<file path="src/mtu_pkg.sv">
// Purpose: shared constants and carriers for the two-channel match timer unit
// Assumes: APB word map, one aligned 32-bit word per register
// Notes: word index is paddr[7:2]
package mtu_pkg;
  localparam int NCH = 2;
  localparam int PRESC_W = 9;
  localparam logic [5:0] IDX_RUN = 6'h00;
  localparam logic [5:0] IDX_CH0 = 6'h01;
  localparam logic [5:0] IDX_STRIDE = 6'h03;
  localparam logic [5:0] SUB_CSR = 6'h00;
  localparam logic [5:0] SUB_CNT = 6'h01;
  localparam logic [5:0] SUB_PER = 6'h02;
  localparam int CSR_FLAG_BIT = 7;
  localparam int CSR_IE_BIT = 6;
  localparam int CSR_CKS_LO = 0;
  localparam logic [15:0] CNT_RST = 16'h0000;
  localparam logic [15:0] PER_RST = 16'hFFFF;
  localparam logic [1:0] CKS_RST = 2'h0;
  localparam logic [PRESC_W-1:0] DIV8_MASK = 9'h007;
  localparam logic [PRESC_W-1:0] DIV32_MASK = 9'h01F;
  localparam logic [PRESC_W-1:0] DIV128_MASK = 9'h07F;
  localparam logic [PRESC_W-1:0] DIV512_MASK = 9'h1FF;

  typedef struct packed {
    logic flag;
    logic ie;
    logic [1:0] cks;
    logic [15:0] cnt;
    logic [15:0] per;
  } mtu_chan_t;

  typedef struct packed {
    logic wr_csr;
    logic wr_cnt;
    logic wr_per;
    logic rd_csr;
    logic [1:0] strb;
    logic [15:0] wdata;
  } mtu_acc_t;
endpackage : mtu_pkg

</file>
<file path="src/mtu_channel.sv">
// Purpose: one match timer channel: counter, period, flag, enable, request
// Assumes: acc strobes are single-cycle APB commits from the top
// Notes: tick is already gated by the channel run bit
`timescale 1ns/1ps
`default_nettype none
module mtu_channel
  import mtu_pkg::*;
(
  input wire logic clk,
  input wire logic rst_b,
  input wire logic standby,
  input wire logic tick,
  input wire logic xfer_clr,
  input wire mtu_acc_t acc,
  output mtu_chan_t regs,
  output logic irq
);
  logic flag_r, flag_nxt, ie_r, ie_nxt, seen_r, irq_r;
  logic [1:0] cks_r;
  logic [15:0] cnt_r, cnt_nxt, per_r, wr_merge;

  wire match = tick & (cnt_r == per_r);
  wire sw_clear = acc.wr_csr & acc.strb[0] & ~acc.wdata[CSR_FLAG_BIT] & seen_r;
  assign wr_merge = {acc.strb[1] ? acc.wdata[15:8] : cnt_r[15:8],
                     acc.strb[0] ? acc.wdata[7:0] : cnt_r[7:0]};
  // Set wins over either clear; writing 1 never sets
  assign flag_nxt = match | (flag_r & ~sw_clear & ~xfer_clr);
  assign ie_nxt = (acc.wr_csr & acc.strb[0]) ? acc.wdata[CSR_IE_BIT] : ie_r;
  // Clear beats write, write beats increment
  assign cnt_nxt = match ? CNT_RST :
                   acc.wr_cnt ? wr_merge :
                   tick ? cnt_r + 16'h0001 : cnt_r;

  always_ff @(posedge clk or negedge rst_b) begin
    if (!rst_b) begin
      flag_r <= 1'b0;
      ie_r <= 1'b0;
      cks_r <= CKS_RST;
      cnt_r <= CNT_RST;
      per_r <= PER_RST;
      seen_r <= 1'b0;
      irq_r <= 1'b0;
    end else if (standby) begin
      flag_r <= 1'b0;
      ie_r <= 1'b0;
      cks_r <= CKS_RST;
      cnt_r <= CNT_RST;
      per_r <= PER_RST;
      seen_r <= 1'b0;
      irq_r <= 1'b0;
    end else begin
      flag_r <= flag_nxt;
      ie_r <= ie_nxt;
      if (acc.wr_csr && acc.strb[0]) begin
        cks_r <= acc.wdata[CSR_CKS_LO +: 2];
      end
      cnt_r <= cnt_nxt;
      if (acc.wr_per) begin
        per_r <= wr_merge_per(per_r, acc);
      end
      // Read of a set flag arms the clear; any flag write disarms it
      seen_r <= acc.rd_csr ? flag_r : (acc.wr_csr ? 1'b0 : seen_r);
      irq_r <= flag_nxt & ie_nxt;
    end
  end

  function automatic logic [15:0] wr_merge_per(input logic [15:0] old, input mtu_acc_t a);
    wr_merge_per = {a.strb[1] ? a.wdata[15:8] : old[15:8], a.strb[0] ? a.wdata[7:0] : old[7:0]};
  endfunction : wr_merge_per

  assign regs = '{flag: flag_r, ie: ie_r, cks: cks_r, cnt: cnt_r, per: per_r};
  assign irq = irq_r;

  a_irq_both_set: assert property (@(posedge clk) disable iff (!rst_b)
    irq_r == (flag_r & ie_r)) else $error("request not equal to flag and enable");
  a_flag_rise_tick: assert property (@(posedge clk) disable iff (!rst_b)
    $rose(flag_r) |-> $past(match)) else $error("flag rose without match tick");
  a_match_sets: assert property (@(posedge clk) disable iff (!rst_b)
    match && !standby |=> flag_r && cnt_r == CNT_RST) else $error("match did not set/clear");
  a_match_beats_wr: assert property (@(posedge clk) disable iff (!rst_b)
    match && acc.wr_cnt && !standby |=> cnt_r == CNT_RST) else $error("write beat match");
  a_word_wr_wins: assert property (@(posedge clk) disable iff (!rst_b)
    acc.wr_cnt && acc.strb == 2'b11 && !match && !standby |=> cnt_r == $past(acc.wdata))
    else $error("word write lost");
  a_byte_keeps: assert property (@(posedge clk) disable iff (!rst_b)
    acc.wr_cnt && acc.strb == 2'b01 && !match && !standby
    |=> cnt_r[15:8] == $past(cnt_r[15:8])) else $error("unwritten byte changed");
  a_xfer_clears: assert property (@(posedge clk) disable iff (!rst_b)
    xfer_clr && !match && !standby |=> !flag_r) else $error("transfer clear ignored");
  a_one_no_set: assert property (@(posedge clk) disable iff (!rst_b)
    !flag_r && !match |=> !flag_r) else $error("flag set without match");
  a_clear_needs_rd: assert property (@(posedge clk) disable iff (!rst_b)
    flag_r && !seen_r && !xfer_clr && !standby |=> flag_r) else $error("flag cleared unread");
endmodule : mtu_channel
`default_nettype wire

</file>
<file path="src/mtu_top.sv">
// Purpose: two-channel 16-bit compare match timer with APB register access
// Assumes: zero-wait APB slave, prescaler shared by both channels
// Notes: read data is captured in the setup cycle, one cycle before the access edge
// Function
// Each channel drives its own interrupt request output, one per vector.
// Request is high only while flag and enable are both one.
// Flag sets only when a tick arrives while counter equals the period.
// Flag clears by reading it as one, then writing zero to it.
// Transfer controller clear strobe also clears the flag.
// Match clearing the counter beats a simultaneous counter write.
// Word write to counter wins over a simultaneous increment.
// Byte write: written byte loads, other byte keeps old value, no increment.
// Running counter ticks at clock over 8, 32, 128 or 512, reset over 8.
// On match counter clears to zero, flag sets, counting resumes upward.
// Reset or standby: period all ones, everything else zero.
// Writing one to the flag does nothing; channels identical and independent.
// The APB access edge is the single cycle committing write data.
//
// The address map and the APB register port are this design's own decisions.
`timescale 1ns/1ps
`default_nettype none
module mtu_top
  import mtu_pkg::*;
#(
  parameter int NUM_CH = NCH
) (
  input wire logic clk,
  input wire logic rst_b,
  input wire logic standby,
  input wire logic psel,
  input wire logic penable,
  input wire logic pwrite,
  input wire logic [7:0] paddr,
  input wire logic [31:0] pwdata,
  input wire logic [3:0] pstrb,
  input wire logic [NUM_CH-1:0] xfer_clr,
  output logic [31:0] prdata,
  output logic pready,
  output logic pslverr,
  output logic [NUM_CH-1:0] match_irq_request
);
  if (NUM_CH < 1 || NUM_CH > NCH) begin : g_bad_ch
    $error("NUM_CH out of range for register map");
  end

  logic [PRESC_W-1:0] presc_r;
  logic [NUM_CH-1:0] run_r;
  logic [31:0] prdata_r;
  logic pready_r, pslverr_r;
  logic [NUM_CH-1:0] ch_hit;
  logic [31:0] ch_word [NUM_CH];
  logic [31:0] rd_word;
  mtu_chan_t regs [NUM_CH];

  wire [5:0] idx = paddr[7:2];
  wire setup = psel & ~penable;
  wire commit = psel & penable & pready_r;
  wire run_hit = (idx == IDX_RUN);
  wire mapped = run_hit | (|ch_hit);

  // One shared divider keeps the channel ticks phase-aligned
  always_ff @(posedge clk or negedge rst_b) begin
    if (!rst_b) begin
      presc_r <= '0;
    end else begin
      presc_r <= standby ? '0 : presc_r + 9'h001;
    end
  end

  always_ff @(posedge clk or negedge rst_b) begin
    if (!rst_b) begin
      run_r <= '0;
    end else if (standby) begin
      run_r <= '0;
    end else if (commit && pwrite && run_hit && pstrb[0]) begin
      run_r <= pwdata[NUM_CH-1:0];
    end
  end

  for (genvar i = 0; i < NUM_CH; i++) begin : g_ch
    localparam logic [5:0] BASE = 6'(IDX_CH0 + IDX_STRIDE * i);
    logic [PRESC_W-1:0] mask;
    mtu_acc_t acc;
    wire csr_hit = (idx == BASE + SUB_CSR);
    wire cnt_hit = (idx == BASE + SUB_CNT);
    wire per_hit = (idx == BASE + SUB_PER);
    assign mask = (regs[i].cks == 2'h0) ? DIV8_MASK :
                  (regs[i].cks == 2'h1) ? DIV32_MASK :
                  (regs[i].cks == 2'h2) ? DIV128_MASK : DIV512_MASK;
    wire tick = run_r[i] & ((presc_r & mask) == mask);
    assign ch_hit[i] = csr_hit | cnt_hit | per_hit;
    assign acc = '{wr_csr: commit & pwrite & csr_hit,
                   wr_cnt: commit & pwrite & cnt_hit & (|pstrb[1:0]),
                   wr_per: commit & pwrite & per_hit & (|pstrb[1:0]),
                   rd_csr: commit & ~pwrite & csr_hit,
                   strb: pstrb[1:0],
                   wdata: pwdata[15:0]};
    assign ch_word[i] = csr_hit ? {24'h000000, regs[i].flag, regs[i].ie, 4'h0, regs[i].cks} :
                        cnt_hit ? {16'h0000, regs[i].cnt} :
                        per_hit ? {16'h0000, regs[i].per} : 32'h00000000;
    mtu_channel u_ch (
      .clk(clk),
      .rst_b(rst_b),
      .standby(standby),
      .tick(tick),
      .xfer_clr(xfer_clr[i]),
      .acc(acc),
      .regs(regs[i]),
      .irq(match_irq_request[i])
    );
    a_tick_div: assert property (@(posedge clk) disable iff (!rst_b)
      tick |-> run_r[i] && presc_r[2:0] == 3'h7) else $error("tick off divider");
    a_stop_holds: assert property (@(posedge clk) disable iff (!rst_b)
      !run_r[i] && !acc.wr_cnt && !standby |=> regs[i].cnt == $past(regs[i].cnt))
      else $error("stopped counter moved");
  end

  always_comb begin
    rd_word = run_hit ? {{(32 - NUM_CH){1'b0}}, run_r} : 32'h00000000;
    for (int i = 0; i < NUM_CH; i++) begin
      rd_word = rd_word | ch_word[i];
    end
  end

  // Zero-wait: pready rises for the cycle after setup only
  always_ff @(posedge clk or negedge rst_b) begin
    if (!rst_b) begin
      pready_r <= 1'b0;
      pslverr_r <= 1'b0;
      prdata_r <= 32'h00000000;
    end else begin
      pready_r <= setup;
      pslverr_r <= setup & ~mapped;
      if (setup && !pwrite) begin
        prdata_r <= rd_word;
      end
    end
  end

  assign prdata = prdata_r;
  assign pready = pready_r;
  assign pslverr = pslverr_r;

  a_ready_once: assert property (@(posedge clk) disable iff (!rst_b)
    setup |=> pready_r ##1 !pready_r) else $error("pready not one cycle after setup");
  a_standby_init: assert property (@(posedge clk) disable iff (!rst_b)
    standby |=> run_r == '0 && regs[0].per == PER_RST && regs[0].cnt == CNT_RST
    && !regs[0].flag) else $error("standby did not initialise");
endmodule : mtu_top
`default_nettype wire

</file>
<file path="config.mk">
export PLATFORM = sky130hd
export DESIGN_NAME = mtu_top
export DESIGN_NICKNAME = d
export VERILOG_FILES = /design/src/mtu_pkg.sv /design/src/mtu_channel.sv /design/src/mtu_top.sv
export SDC_FILE = /design/constraint.sdc
export NUM_CORES = 1
export LEC_CHECK = 0
export BUFFER_PORTS_ARGS = -buffer_cell sky130_fd_sc_hd__buf_4
export CAP_MARGIN = 20
export CORE_UTILIZATION = 35
export CTS_BUF_LIST = sky130_fd_sc_hd__clkbuf_8
export CTS_CLUSTER_DIAMETER = 80
export DETAILED_ROUTE_END_ITERATION = 10
export HOLD_SLACK_MARGIN = 0.12
export PLACE_DENSITY = 0.49
export SYNTH_ARGS = -nofsm -noshare
export SYNTH_HDL_FRONTEND = slang
export SYNTH_SLANG_ARGS = --single-unit
</file>
<file path="constraint.sdc">
create_clock -name clk -period 2.5 [get_ports clk]
set_clock_uncertainty 0.05 [all_clocks]
set_input_delay 0.375 -clock clk [delete_from_list [all_inputs] [get_ports clk]]
set_output_delay 0.375 -clock clk [all_outputs]
set_load 0.01 [all_outputs]
</file>
==> results of run 1 <==
-- stage by stage --
step / util (%) / hold WS [ns]
after global placement: 40.5 / 0.207
after CTS: 41.8 / 0.190
after floorplan: - / 0.0294
final: 41.9 / 0.212
after global routing: 41.9 / 0.208
after detailed placement: 40.5 / 0.213
-- per-layer routing --
layer	routed length, µm	global-route usage, %	vias to the layer above
met5	0	0	-
met4	331	7.62	0
met3	1070	2.77	24
met2	8660	32.6	207
met1	9130	32.2	2683
li1	-	-	2483
-- timing repair --
item,4_1_cts,5_1_grt
setup endpoints to repair,1,11
pin swaps,0,0
endpoints found under the hold margin,13,0
gates resized for setup,1,2
hold buffers,1,0
-- final timing paths --
check                                      start                     to  slack, ns
max                        g_ch[0].u_ch.per_r[2]  g_ch[0].u_ch.cnt_r[0]       0.18
min                                         psel                 pready       0.21
max reg2reg                g_ch[0].u_ch.per_r[2]  g_ch[0].u_ch.cnt_r[0]       0.18
min reg2reg                           presc_r[0]             presc_r[0]       0.41
max in group asynchronous                  rst_b  g_ch[1].u_ch.per_r[8]       1.38
min in group asynchronous                  rst_b             prdata[14]       0.32
-- sequential cells by signal, summed over array words and instances, names as in the netlist --
register / cells
g_ch.u_ch.cks_r: 4
g_ch.u_ch.seen_r: 2
run_r: 2
g_ch.u_ch.per_r: 32
g_ch.u_ch.ie_r: 2
prdata: 16
g_ch.u_ch.irq: 2
g_ch.u_ch.cnt_r: 32
presc_r: 9
pready: 1
pslverr: 1
g_ch.u_ch.flag_r: 2
-- cell type report --
cell class | count | area share, %
Clock inverter | 6 | 1.13
Sequential cell | 105 | 36.5
Tap cell | 225 | 3.85
Inverter | 12 | 0.617
Timing Repair Buffer | 99 | 10.6
Multi-Input combinational cell | 488 | 45.4
Clock buffer | 10 | 1.88
-- logic make-up (layout without fill, tap and decap cells) --
logic type / after synthesis / after routing / share of synthesized area, %
compound gates: 148 / 148 / 17.5
xor+xnor: 37 / 37 / 5.17
fa+ha+maj: 3 / 3 / 0.599
buf+inv: 68 / 127 / 5.75
flops: 105 / 105 / 42.6
mux: 50 / 50 / 9.05
other cells: 1 / 16 / 0.0598
simple gates: 234 / 234 / 19.3
-- where the power goes --
part           internal [mW]  switching [mW]
logic                  0.262           0.301
clock network          0.587           0.640
registers               1.84           0.101
-- worst min-delay path, delay by kind of cell --
family                 cells  cell delay [ns]
buffers and inverters      2             0.16
AND/OR/NAND/NOR            1             0.09
-- cell usage in the layout, fill, tap and decap left out, types with 18 or more instances in the layout --
cell and instances:
xor2_1 19, nand3_1 26, a21oi_1 35, mux2_2 32
dfstp_2 32, dfrtp_1 73, buf_4 96, a31oi_1 18
nand2_1 56, xnor2_1 18, nor2_1 54
==> impl_metrics.csv, run 1 <==
group,metric,value,unit
global_route,antenna_found_initial,0,
cts,numCtsBuffers,9,
power,p_leak,2.97,nW
route,num_vias,5397,
sta,worst_slack,0.184,ns
cts,clkSlewWorstSetupHoldPaths,0.10,ns
yosys,synth_area_leader_cell,"dfrtp_1",
status,status,"complete, no violations",
power,power_density,511,nW/µm²
global_route,grt_usage,21.9,%
route,drc,0,
place,placed_area,7050,µm²
route,avgRoutedWirePerCell,20.3,µm
cts,cts_tree,"built",
yosys,synth_area_leaders,"dfrtp_1 (29%), dfstp_2 (13%), mux2_2 (5.8%), nand2_1 (3.4%), nor2_1 (3.4%)",
setup_path,cp_data_arrival_time,2.56,ns
sta,post-route-period-util,92.7,%
yosys,synth_commonest_cells,"dfrtp_1 (73), nand2_1 (56), nor2_1 (56)",
cells_and_area,nets,770,
cells_and_area,drive_gt1_share,29.7,%
setup_path,cp-end-kind,"flop",
flow_run,drv_cap,0,
place,gp_congestion,0.907,
floorplanning,dieArea,18400,µm²
cells_and_area,fin_area,7300,µm²
yosys,syn_area_per_cell,9.70,µm²
floorplanning,core,17400,µm²
sta,fmax,432,MHz
global_route,grt_max_degree,67,
cts,clkSinkCount,105,
sta,final.min_clock_period,2.32,ns
yosys,ys_seq_area_share,42.6,%
cells_and_area,seq_area,2670,µm²
route,drt_iter0_drc,425,
cts,cts_setup_buffers,0,
place,dp.cells,928,
route,wl,19.2,mm
setup_path,crit_cells,6,
sta,finalMaxSlewViolations,0,
sta,tightest_slew,0.862,ns
cts,cts-root-buf,"clkbuf_8",
floorplanning,die_x,136,µm
place,dpl.hpwl,14.5,mm
yosys,syn_inst,646,
floorplanning,initial_core_util,36.0,%
yosys,ys_seq_elements,105,
floorplanning,ios,88,
cts,clk-insertion-delay-late,0.40,ns
cells_and_area,diodes,0,
yosys,synth_most_common_cell,"dfrtp_1",
floorplanning,die_h,136,µm
min_path,hold_class,"primary input to flop",
sta,rsz0062_at_grt,"false",
floorplanning,row_count,48,
route,final_antenna_net_count,0,
cells_and_area,fill_cells,1720,
cells_and_area,multi_input_area,3320,µm²
sta,relSlewSlack,42.5,%
yosys,async_flop_share,100,%
route,firstDrtPassIters,6,
setup_path,cp_top_family,"compound AO/OA/AOI/OAI gates",
setup_path,cp_cell_sequence,"xnor2_1 > nand4_1 > nor4_2 > a21oi_1 > a22o_1 > a41o_1",
yosys,syn_area,6270,µm²
yosys,synth_top_area_share,29.2,%
global_route,overflow,0,
setup_path,cp.buffers_inverters,0,
setup_path,cp_slowest_cell,"dfstp_2",
sta,setup_violations,0,
yosys,synth_edf_count,0,
setup_path,worstSetupPathType,"flop to flop",
power,p_total,3.73,mW
cells_and_area,finalNonFillerCells,945,
setup_path,cp_max_fo,9,
global_route,grt_first_pass_wirelength,29.9,mm
cts,clock_path_buffers,2,
place,post-place-ws,0.0153,ns
setup_path,cp-start-kind,"flop",
global_route,grt_pass1_vias,5076,
min_path,hold_depth,3,
cts,htree_levels,3,
setup_path,critical_path.max_stage_delay,0.56,ns
sta,setup_tns,0,ns
place,numPortBuffers,51,
setup_path,reg2reg_depth,6,
power,vdd_drop_max,0.264,mV
yosys,yosys_warnings,0,
setup_path,required,2.75,ns
yosys,synth_cell_types,72,
route,avgViaCountPerCell,5.71,
sta,hold_viol,0,
yosys,ys.flop_type,"dfrtp_1",
cells_and_area,area_growth,16.6,%
(Power assumes the default switching activity.)
==> inputs of run 2 (changes only) <==
clock period = 3 ns   (was 2.5 ns; I/O delays follow)
==> impl_metrics.csv, run 2 (synthesis results as in run 1) <==
group,metric,value,unit
status,status,"complete, no violations",
setup_path,cp_top_family,"compound AO/OA/AOI/OAI gates",
setup_path,cp_data_arrival_time,2.83,ns
floorplanning,die_x,136,µm
cells_and_area,fill_cells,1765,
place,placed_area,6910,µm²
floorplanning,ios,88,
cts,clock_path_buffers,2,
cells_and_area,finalNonFillerCells,928,
sta,relSlewSlack,43.2,%
cells_and_area,final_common_cell,"buf_4",
sta,setup_tns,0,ns
cts,numCtsBuffers,9,
setup_path,cp.buffers_inverters,0,
place,post-place-ws,0.340,ns
route,drt_iter0_drc,415,
sta,final.min_clock_period,2.60,ns
route,final_antenna_net_count,0,
place,dpl.hpwl,14.3,mm
sta,post-route-period-util,86.6,%
route,drc,0,
cts,clkSinkCount,105,
setup_path,cp_cell_sequence,"xnor2_1 > nand4_1 > nor4_2 > a21oi_1 > a22o_1 > a41o_1",
flow_run,drv_cap,0,
global_route,grt_usage,21.6,%
floorplanning,core,17400,µm²
cells_and_area,multi_input_area,3300,µm²
global_route,antenna_found_initial,0,
sta,fmax,385,MHz
cts,htree_levels,3,
global_route,grt_pass1_vias,5072,
cts,clk-insertion-delay-late,0.39,ns
floorplanning,dieArea,18400,µm²
setup_path,required,3.23,ns
sta,hold_viol,0,
route,avgRoutedWirePerCell,20.6,µm
floorplanning,row_count,48,
setup_path,cp-start-kind,"flop",
global_route,grt_max_degree,43,
cells_and_area,drive_gt1_share,27.9,%
route,wl,19.1,mm
global_route,grt_first_pass_wirelength,29.5,mm
sta,finalMaxSlewViolations,0,
global_route,overflow,0,
sta,worst_slack,0.401,ns
cts,cts_tree,"built",
cells_and_area,diodes,0,
place,gp_congestion,0.883,
cts,cts_setup_buffers,0,
power,power_density,416,nW/µm²
place,dp.cells,911,
cts,clkSlewWorstSetupHoldPaths,0.12,ns
floorplanning,die_h,136,µm
setup_path,critical_path.max_stage_delay,0.62,ns
cts,holdBufCountCts,1,
cells_and_area,nets,753,
cells_and_area,final_cell_mix,"buf_4 (80), dfrtp_1 (73), nand2_1 (56), nor2_1 (55), a21oi_1 (35)",
cells_and_area,seq_area,2670,µm²
sta,setup_violations,0,
sta,rsz0062_at_grt,"false",
route,firstDrtPassIters,4,
cts,cts_resized,0,
min_path,hold_class,"primary input to flop",
route,avgViaCountPerCell,5.69,
floorplanning,initial_core_util,36.0,%
cells_and_area,area_growth,13.5,%
setup_path,worstSetupPathType,"flop to flop",
sta,tightest_slew,0.852,ns
cts,cts-root-buf,"clkbuf_8",
setup_path,cp-end-kind,"flop",
place,numPortBuffers,51,
power,p_leak,2.85,nW
setup_path,cp_max_fo,9,
setup_path,cp_slowest_cell,"nor4_2",
power,vdd_drop_max,0.204,mV
route,num_vias,5276,
cells_and_area,fin_area,7110,µm²
[run 2: stage by stage]
stage          total power, mW  hold slack, ns  utilization (%)
2_1_floorplan             1.88           0.104                -
3_3_place_gp              2.09           0.391             39.7
3_5_place_dp              2.10           0.406             39.7
4_1_cts                   2.99           0.267             40.8
5_1_grt                   3.10           0.280             40.8
6_report                  2.96           0.284             40.8
[run 2: tightest hold or removal path: cells and delay by family]
kind                   cells  cell delay (ns)
buffers and inverters      2             0.15
and+or+nand+nor            1             0.09
[run 2: worst paths after layout]
kind / to / slack (ns) / cells past startpoint / from
setup / recovery: g_ch[0].u_ch.cnt_r[0] / 0.40 / 6 / g_ch[0].u_ch.cnt_r[2]
hold / removal: pready / 0.28 / 3 / psel
setup reg to reg: g_ch[0].u_ch.cnt_r[0] / 0.40 / 6 / g_ch[0].u_ch.cnt_r[2]
hold reg to reg: presc_r[0] / 0.41 / 1 / presc_r[0]
max in group asynchronous: g_ch[1].u_ch.cnt_r[7] / 1.62 / 3 / rst_b
min in group asynchronous: pslverr / 0.52 / 2 / rst_b
[run 2: power breakdown]
group	internal, mW	total, mW	switching (mW)	leakage (nW)
clock	0.320	0.881	0.561	0.0899
sequential	1.53	1.62	0.0848	1.32
combinational	0.211	0.458	0.248	1.45
[run 2: area by class of cell]
class / count / area share (%)
multi-input cells: 488 / 46.4
flip-flops and latches: 105 / 37.5
well taps: 225 / 3.96
repair buffers: 82 / 8.87
inverters: 12 / 0.634
clock inverters: 7 / 0.898
clock buffers: 9 / 1.74
[run 2: per-layer routing]
metal	global-route usage (%)	part of all wire (%)
met1	32.1	49
met2	32.3	45
met3	2.62	4.6
met4	6.49	1.6
met5	0	0
